**config.mk**
```make
export PLATFORM = sky130hd
export DESIGN_NAME = adc_power_mode_control
export DESIGN_NICKNAME = d
export VERILOG_FILES = /design/src/shared/adc_ctrl_pkg.sv /design/src/core/adc_power_mode_control.sv /design/src/core/result_memory.sv
export VERILOG_INCLUDE_DIRS = /design/src /design/src/shared
export SDC_FILE = /design/constraint.sdc
export NUM_CORES = 1
export LEC_CHECK = 0
export BUFFER_PORTS_ARGS = -buffer_cell sky130_fd_sc_hd__buf_2
export CORE_ASPECT_RATIO = 1.4
export CORE_MARGIN = 5
export CORE_UTILIZATION = 49
export DETAILED_ROUTE_END_ITERATION = 12
export PLACE_DENSITY_LB_ADDON = 0.3
export SYNTH_ARGS = -nofsm -noshare
export SYNTH_HDL_FRONTEND = slang
export SYNTH_SLANG_ARGS = --single-unit
export TNS_END_PERCENT = 1
```
**constraint.sdc**
```tcl
create_clock -name i_clock -period 2 [get_ports i_clock]
set_input_delay 0.2 -clock i_clock [delete_from_list [all_inputs] [get_ports i_clock]]
set_output_delay 0.2 -clock i_clock [all_outputs]
set_load 0.1 [all_outputs]
```
**src/shared/adc_ctrl_defs.svh**
```systemverilog
// constant macros for the converter control block
`ifndef ADC_CTRL_DEFS_SVH
`define ADC_CTRL_DEFS_SVH
`define CW_PD_BIT 3
`define CW_BANK_BIT 2
`define CW_CNT_LSB 0
`define CW_CNT_MSB 1
`define CW_RESET_VALUE 4'h0
`define CLK_PERIOD_NS 50
`define CONV_TIME_NS 3000
`define CONV_CYCLES ((`CONV_TIME_NS + `CLK_PERIOD_NS - 1) / `CLK_PERIOD_NS)
`endif

```
**src/shared/adc_ctrl_pkg.sv**
```systemverilog
// types for the converter control block
`default_nettype none
package adc_ctrl_pkg;
   typedef enum logic [1:0] {
      ST_IDLE,
      ST_CONVERT,
      ST_POWER_DOWN
   } seq_state_e;
   typedef logic [13:0] sample_t;
endpackage : adc_ctrl_pkg
`default_nettype wire

```
**src/core/adc_power_mode_control.sv**
```systemverilog
// sequencer, control word, power-down and read pointer of the converter
`include "adc_ctrl_defs.svh"
`default_nettype none
// Contract
// - after reset completion flag high and ready for convert-start
// - after reset mode is bank A, single channel
// - result memory is undefined until a sequence writes it
// - control word with power-down bit set powers down at latching edge; code ignores such a write while a sequence runs
// - in power-down core and reference buffer off, interface still takes writes
// - control word with power-down bit clear wakes, selects mode from low bits
// - results are two's-complement binary
// - control word: top bit power-down, next bank, low two count minus one
// - sample at convert-start rise; ignore further starts until sequence ends
// - flag falls at last conversion end; track/holds return to tracking
// - first read fall gives channel one, sets flag high; read rise advances, wraps; code leaves the flag unchanged on reads in power-down
module adc_power_mode_control #(
   parameter int CHANNELS = 4,
   parameter int WIDTH = 14,
   parameter int CONV_CYCLES = `CONV_CYCLES
) (
   input wire logic i_clock,
   input wire logic i_nrst,
   input wire logic i_cs_n,
   input wire logic i_wr_n,
   input wire logic i_rd_n,
   input wire logic i_convert_start_n,
   input wire logic [3:0] i_control_word_bits,
   input wire logic [CHANNELS*WIDTH-1:0] i_sample_bank_a,
   input wire logic [CHANNELS*WIDTH-1:0] i_sample_bank_b,
   output logic [WIDTH-1:0] o_result_bus,
   output logic o_result_oe,
   output logic o_done_n,
   output logic o_power_down,
   output logic o_bank_b,
   output logic o_hold,
   output logic [1:0] o_channel_count
);
   localparam int AW = $clog2(CHANNELS);
   localparam int CW = $clog2(CONV_CYCLES + 1);

   // ------------------------------------------------------------
   // input synchronisers
   // ------------------------------------------------------------
   logic [4:0] s1_ff;
   logic [4:0] s2_ff;
   logic [4:0] s3_ff;
   logic [3:0] cw1_ff;
   logic [3:0] cw2_ff;
   always_ff @(posedge i_clock or negedge i_nrst) begin
      if (!i_nrst) begin
         s1_ff <= 5'h1f;
         s2_ff <= 5'h1f;
         s3_ff <= 5'h1f;
         cw1_ff <= 4'h0;
         cw2_ff <= 4'h0;
      end else begin
         s1_ff <= {i_cs_n, i_wr_n, i_rd_n, i_convert_start_n, 1'b1};
         s2_ff <= s1_ff;
         s3_ff <= s2_ff;
         cw1_ff <= i_control_word_bits;
         cw2_ff <= cw1_ff;
      end
   end

   // strobe decoding on synchronised levels
   wire cs_n = s2_ff[4];
   wire wr_n = s2_ff[3];
   wire rd_n = s2_ff[2];
   wire cv_n = s2_ff[1];
   wire cs_n_d = s3_ff[4];
   wire wr_n_d = s3_ff[3];
   wire rd_n_d = s3_ff[2];
   wire cv_n_d = s3_ff[1];
   wire wr_act = !cs_n && !wr_n;
   wire wr_act_d = !cs_n_d && !wr_n_d;
   wire wr_latch = wr_act_d && !wr_act;   // rise of write or chip select
   wire rd_act = !cs_n && !rd_n;
   wire rd_act_d = !cs_n_d && !rd_n_d;
   wire rd_fall = rd_act && !rd_act_d;
   wire rd_rise = rd_act_d && !rd_act;
   wire cv_rise = cv_n && !cv_n_d;

   // ------------------------------------------------------------
   // control word and sequencer
   // ------------------------------------------------------------
   adc_ctrl_pkg::seq_state_e state_ff;
   adc_ctrl_pkg::seq_state_e nxt_state;
   logic [3:0] cw_ff;
   logic [3:0] cw_wr_ff;
   logic [CW-1:0] cyc_ff;
   logic [AW-1:0] chan_ff;
   logic [AW-1:0] rptr_ff;
   logic done_n_ff;
   logic hold_ff;
   logic oe_ff;
   logic [CHANNELS*WIDTH-1:0] held_ff;

   wire cw_pd = cw_wr_ff[`CW_PD_BIT];
   wire [AW-1:0] last_chan = AW'(cw_ff[`CW_CNT_MSB:`CW_CNT_LSB]);
   wire conv_end = (state_ff == adc_ctrl_pkg::ST_CONVERT) && (cyc_ff == CW'(CONV_CYCLES - 1));
   wire last_end = conv_end && (chan_ff == last_chan);
   wire [WIDTH-1:0] cur_sample = held_ff[chan_ff*WIDTH +: WIDTH];

   // state transitions
   always_comb begin
      nxt_state = state_ff;
      case (state_ff)
         adc_ctrl_pkg::ST_IDLE: begin
            if (wr_latch && cw1_hold_pd()) begin
               nxt_state = adc_ctrl_pkg::ST_POWER_DOWN;
            end else if (cv_rise) begin
               nxt_state = adc_ctrl_pkg::ST_CONVERT;
            end
         end
         adc_ctrl_pkg::ST_CONVERT: begin
            if (last_end) begin
               nxt_state = adc_ctrl_pkg::ST_IDLE;
            end
         end
         adc_ctrl_pkg::ST_POWER_DOWN: begin
            if (wr_latch && !cw1_hold_pd()) begin
               nxt_state = adc_ctrl_pkg::ST_IDLE;
            end
         end
         default: begin
            nxt_state = adc_ctrl_pkg::ST_IDLE;
         end
      endcase
   end

   // power-down bit of the word being latched
   function automatic logic cw1_hold_pd();
      cw1_hold_pd = cw_wr_ff[`CW_PD_BIT];
   endfunction : cw1_hold_pd

   // control word capture while strobes are low
   always_ff @(posedge i_clock or negedge i_nrst) begin
      if (!i_nrst) begin
         cw_wr_ff <= `CW_RESET_VALUE;
         cw_ff <= `CW_RESET_VALUE;
      end else begin
         if (wr_act) begin
            cw_wr_ff <= cw2_ff;
         end
         if (wr_latch && !cw_pd) begin
            cw_ff <= cw_wr_ff;
         end
      end
   end

   // sequencer counters, sample hold, flag
   always_ff @(posedge i_clock or negedge i_nrst) begin
      if (!i_nrst) begin
         state_ff <= adc_ctrl_pkg::ST_IDLE;
         cyc_ff <= '0;
         chan_ff <= '0;
         done_n_ff <= 1'b1;
         hold_ff <= 1'b0;
         held_ff <= '0;
      end else begin
         state_ff <= nxt_state;
         if (state_ff == adc_ctrl_pkg::ST_IDLE && nxt_state == adc_ctrl_pkg::ST_CONVERT) begin
            held_ff <= cw_ff[`CW_BANK_BIT] ? i_sample_bank_b : i_sample_bank_a;
            hold_ff <= 1'b1;
            cyc_ff <= '0;
            chan_ff <= '0;
         end else if (conv_end) begin
            cyc_ff <= '0;
            chan_ff <= last_end ? '0 : chan_ff + AW'(1);
         end else if (state_ff == adc_ctrl_pkg::ST_CONVERT) begin
            cyc_ff <= cyc_ff + CW'(1);
         end
         if (last_end) begin
            done_n_ff <= 1'b0;
            hold_ff <= 1'b0;
         end else if (rd_fall && state_ff != adc_ctrl_pkg::ST_POWER_DOWN) begin
            done_n_ff <= 1'b1;
         end
      end
   end

   // ------------------------------------------------------------
   // read pointer and bus drive
   // ------------------------------------------------------------
   always_ff @(posedge i_clock or negedge i_nrst) begin
      if (!i_nrst) begin
         rptr_ff <= '0;
         oe_ff <= 1'b0;
      end else begin
         oe_ff <= rd_act;
         if (state_ff == adc_ctrl_pkg::ST_CONVERT && nxt_state != state_ff) begin
            rptr_ff <= '0;
         end else if (rd_rise) begin
            rptr_ff <= (rptr_ff == last_chan) ? '0 : rptr_ff + AW'(1);
         end
      end
   end

   result_memory #(
      .WIDTH(WIDTH),
      .DEPTH(CHANNELS)
   ) u_mem (
      .i_clock(i_clock),
      .i_wr_en(conv_end),
      .i_wr_addr(chan_ff),
      .i_wr_data(cur_sample),
      .i_rd_addr(rptr_ff),
      .o_rd_data(o_result_bus)
   );

   // registered status outputs
   always_ff @(posedge i_clock or negedge i_nrst) begin
      if (!i_nrst) begin
         o_power_down <= 1'b0;
         o_bank_b <= 1'b0;
         o_channel_count <= 2'h0;
      end else begin
         o_power_down <= (nxt_state == adc_ctrl_pkg::ST_POWER_DOWN);
         o_bank_b <= cw_ff[`CW_BANK_BIT];
         o_channel_count <= cw_ff[`CW_CNT_MSB:`CW_CNT_LSB];
      end
   end

   assign o_done_n = done_n_ff;
   assign o_hold = hold_ff;
   assign o_result_oe = oe_ff;
endmodule : adc_power_mode_control
`default_nettype wire

```
**src/core/result_memory.sv**
```systemverilog
// four-word result memory with registered read data
`default_nettype none
module result_memory #(
   parameter int WIDTH = 14,
   parameter int DEPTH = 4
) (
   input wire logic i_clock,
   input wire logic i_wr_en,
   input wire logic [$clog2(DEPTH)-1:0] i_wr_addr,
   input wire logic [WIDTH-1:0] i_wr_data,
   input wire logic [$clog2(DEPTH)-1:0] i_rd_addr,
   output logic [WIDTH-1:0] o_rd_data
);
   logic [WIDTH-1:0] mem [DEPTH];

   // no reset: contents undefined until written
   always_ff @(posedge i_clock) begin
      if (i_wr_en) begin
         mem[i_wr_addr] <= i_wr_data;
      end
      o_rd_data <= mem[i_rd_addr];
   end
endmodule : result_memory
`default_nettype wire

```
==> reports/qor.tcl <==
set qor(run_status) {completed}
set qor(chipHeight_um) 151
set qor(fin_skew_ps) 10.7
set qor(cts.path.max_buffers) 2
set qor(synth.distinct_cells) 37
set qor(globalplace.congestion) 0.822
set qor(vias_in_the_first_global_route) 4513
set qor(fp.dieArea_mm2) 0.0167
set qor(netlist_area_mm2) 0.00693
set qor(setup_tns_ps) 0
set qor(syn_avg_cell_area_um2) 14.4
set qor(drc) 0
set qor(crit_slowest_cell) {sky130_fd_sc_hd__dfstp_2}
set qor(final_hold_viol_count) 0
set qor(port-buffer-count) 142
set qor(final_nets) 775
set qor(reg2reg_from) {s2_ff[1]}
set qor(cts.clk_slew.worst_paths_ps) 70
set qor(cts_tree) {yes}
set qor(numClockSinks) 172
set qor(critical-path-max-stage-delay_ps) 530
set qor(netlist_instances) 480
set qor(worstSkewPairLatency_ps) 430
set qor(worstHoldStart) {i_sample_bank_a[41]}
set qor(filler_cell_count) 1092
set qor(required_ps) 2350
set qor(number_of_antenna_diodes) 0
set qor(worstPathArrival_ps) 2220
set qor(setup_viol) 0
set qor(routed_via_density) 5.13
set qor(grt_use_total) 0.176
set qor(clock_tree.htree_level_count) 4
set qor(synth_seq_area_share) 0.654
set qor(dr.first_iter.drc_count) 217
set qor(number_of_gates_resized_after_cts) 0
set qor(nature_of_the_critical_path_startpoint) {register}
set qor(drive_gt1_frac) 0.381
set qor(avgRoutedWirePerCell_um) 16.8
set qor(global_route.overflow_total) 0
set qor(first_pass_iters) 5
set qor(floorplan.core_area_mm2) 0.0139
set qor(cts_buffers) 17
set qor(slew_margin_rel) 0.642
set qor(min_period_over_period) 0.939
set qor(cp_max_fo) 35
set qor(number_of_antenna_violations_at_the_first_check_in_global_routing) 0
set qor(tightest_slew_ps) 531
set qor(synth.ff_latch_count) 172
set qor(leakagePower_uw) 0.00367
set qor(finalPower_uw) 12500
set qor(pin_count_of_the_biggest_net_entering_global_routing) 43
set qor(worst_setup_path_end_kind) {register}
set qor(postSynthNetCount) 607
set qor(core.rowCount) 51
set qor(finalMaxSlewViolations) 0
set qor(peak_supply_drop_v) 0.000782
set qor(synth-async-reset-ratio) 0.593
set qor(ioPinCount) 143
set qor(first_pass_grt_wire_length_um) 23000
set qor(hold_class) {primary input to register}
set qor(total_routed_wirelength_um) 14200
set qor(finalHoldWorstSlack_ps) 81.5
set qor(floorplan.initialDensity) 0.498
set qor(period_minus_slack_ps) 1880
set qor(crit_start) {s2_ff[1]}
set qor(ys.flop_type) {sky130_fd_sc_hd__dfrtp_1}
set qor(achievable-frequency_mhz) 533
set qor(drt.antenna.violating_nets) 0
set qor(power_per_cell_area_mw_per_mm2) 1430
set qor(synthToLayoutAreaGrowth_pct) 26.0
set qor(yosys_warnings) 0
set qor(synth_enable_flop_cells) 56
set qor(path_class) {register to register}
set qor(detailroute.via_count) 4338
set qor(max_cap_violations) 0
set qor(hpwl_um) 10100
set qor(die_span_x_um) 111
set qor(path_cells) {or4b_1 > a31oi_4 > buf_12 > buf_12 > nor2_1 > a21oi_1}
set qor(clockRootBuffer) {sky130_fd_sc_hd__clkbuf_16}
set qor(critical-path-top-cell-by-count) {sky130_fd_sc_hd__buf_12}
[power breakdown]
part / internal [uW] / leakage, uW / switching, uW
logic: 1470 / 0.00163 / 2610
registers: 4700 / 0.00176 / 569
clock network: 1660 / 0.000286 / 1500
total: 7840 / 0.00367 / 4680
[sequential cells by signal (all words and copies together), names as in the netlist, 6 cells and up]
name / count
u_mem.mem: 56
u_mem.o_rd_data: 14
cyc_ff: 6
held_ff: 56
[synthesized netlist by cell type (2+ instances only)]
library cell	n	area [um^2]
sky130_fd_sc_hd__buf_6	5	56.3
sky130_fd_sc_hd__mux2_2	7	78.8
sky130_fd_sc_hd__or3_1	2	12.5
sky130_fd_sc_hd__buf_1	2	7.51
sky130_fd_sc_hd__mux4_2	28	631
sky130_fd_sc_hd__nand2b_1	2	12.5
sky130_fd_sc_hd__nor2b_1	3	18.8
sky130_fd_sc_hd__inv_1	3	11.3
sky130_fd_sc_hd__buf_2	8	40.0
sky130_fd_sc_hd__dfrtp_1	89	2230
sky130_fd_sc_hd__mux2i_1	57	571
sky130_fd_sc_hd__xor2_1	4	35.0
sky130_fd_sc_hd__nand2_1	9	33.8
sky130_fd_sc_hd__dfxtp_1	14	280
sky130_fd_sc_hd__a21oi_1	63	315
sky130_fd_sc_hd__buf_4	5	37.5
sky130_fd_sc_hd__o21ai_0	2	10.0
sky130_fd_sc_hd__ha_1	5	62.6
sky130_fd_sc_hd__edfxtp_1	56	1680
sky130_fd_sc_hd__dfstp_2	13	342
sky130_fd_sc_hd__nor3_1	2	10.0
sky130_fd_sc_hd__clkbuf_1	8	30.0
sky130_fd_sc_hd__xnor2_1	4	35.0
sky130_fd_sc_hd__and2_1	4	25.0
sky130_fd_sc_hd__nor2_1	73	274
[cell usage in the layout, fill, tap and decap left out, drive strengths merged, types with 2 or more instances in the layout]
master / synthesis / final
a21oi: 63 / 63
and2: 4 / 4
buf: 20 / 167
clkbuf: 8 / 18
clkinv: 0 / 6
dfrtp: 89 / 89
dfstp: 13 / 13
dfxtp: 14 / 14
dlygate4sd3: 0 / 9
edfxtp: 56 / 56
ha: 5 / 5
inv: 3 / 12
mux2: 7 / 7
mux2i: 57 / 57
mux4: 28 / 28
nand2: 9 / 9
nand2b: 2 / 2
nor2: 73 / 73
nor2b: 3 / 3
nor3: 2 / 2
o21ai: 3 / 3
or3: 2 / 2
or4b: 2 / 2
xnor2: 4 / 4
xor2: 4 / 4
[final cells by class]
cell class              instances  area [um^2]  area share
clock buffers                  17          425      0.0487
multi-input cells             277         2230       0.255
flip-flops and latches        172         4530       0.519
clock inverters                15          148      0.0169
repair buffers                177         1150       0.132
well taps                     185          231      0.0265
inverters                       3         11.3     0.00129
[logic make-up (layout without fill, tap and decap cells)]
kind of cell / count (synthesis) / count (layout) / synth area share
AND/OR/NAND/NOR: 104 / 104 / 0.0657
multiplexers: 92 / 92 / 0.185
XOR/XNOR: 8 / 8 / 0.0101
buffers and inverters: 31 / 212 / 0.0264
AO/OA/AOI/OAI: 68 / 68 / 0.0505
adder cells (fa/ha/maj): 5 / 5 / 0.00903
flip-flops: 172 / 172 / 0.654
[per-stage QoR]
step	setup slack, ps	cells	instance area, um^2	utilization
3_3_place_gp	193	803	8040	0.578
3_5_place_dp	109	803	8040	0.578
2_1_floorplan	104	480	6930	-
4_1_cts	83.2	844	8700	0.625
5_1_grt	-6.20	846	8730	0.628
6_report	122	846	8730	0.628
[routing by layer]
layer | part of all wire | GRT usage
met5 | 0 | 0
met4 | 0.020 | 0.0604
met3 | 0.054 | 0.0422
met2 | 0.53 | 0.297
met1 | 0.40 | 0.225
[critical path: cells and delay by family (launching register included)]
kind            cells  cell delay, ps
buf+inv             2             360
flops               1             530
simple gates        2             540
compound gates      2             340
[repair_timing]
item	4_1_cts	5_1_grt
setup buffers	0	1
endpoints found under the hold margin	33	0
setup endpoints to repair	0	8
hold buffers	9	0
[final timing paths]
kind	depth (start not counted)	slack, ps	end
max in group asynchronous	3	1060	o_done_n
setup / recovery	6	120	held_ff[18]
hold / removal	3	80	held_ff[41]
setup reg to reg	6	120	held_ff[18]
min in group asynchronous	2	290	cw_wr_ff[0]
hold reg to reg	0	350	cw2_ff[1]
(Power assumes the default switching activity.)
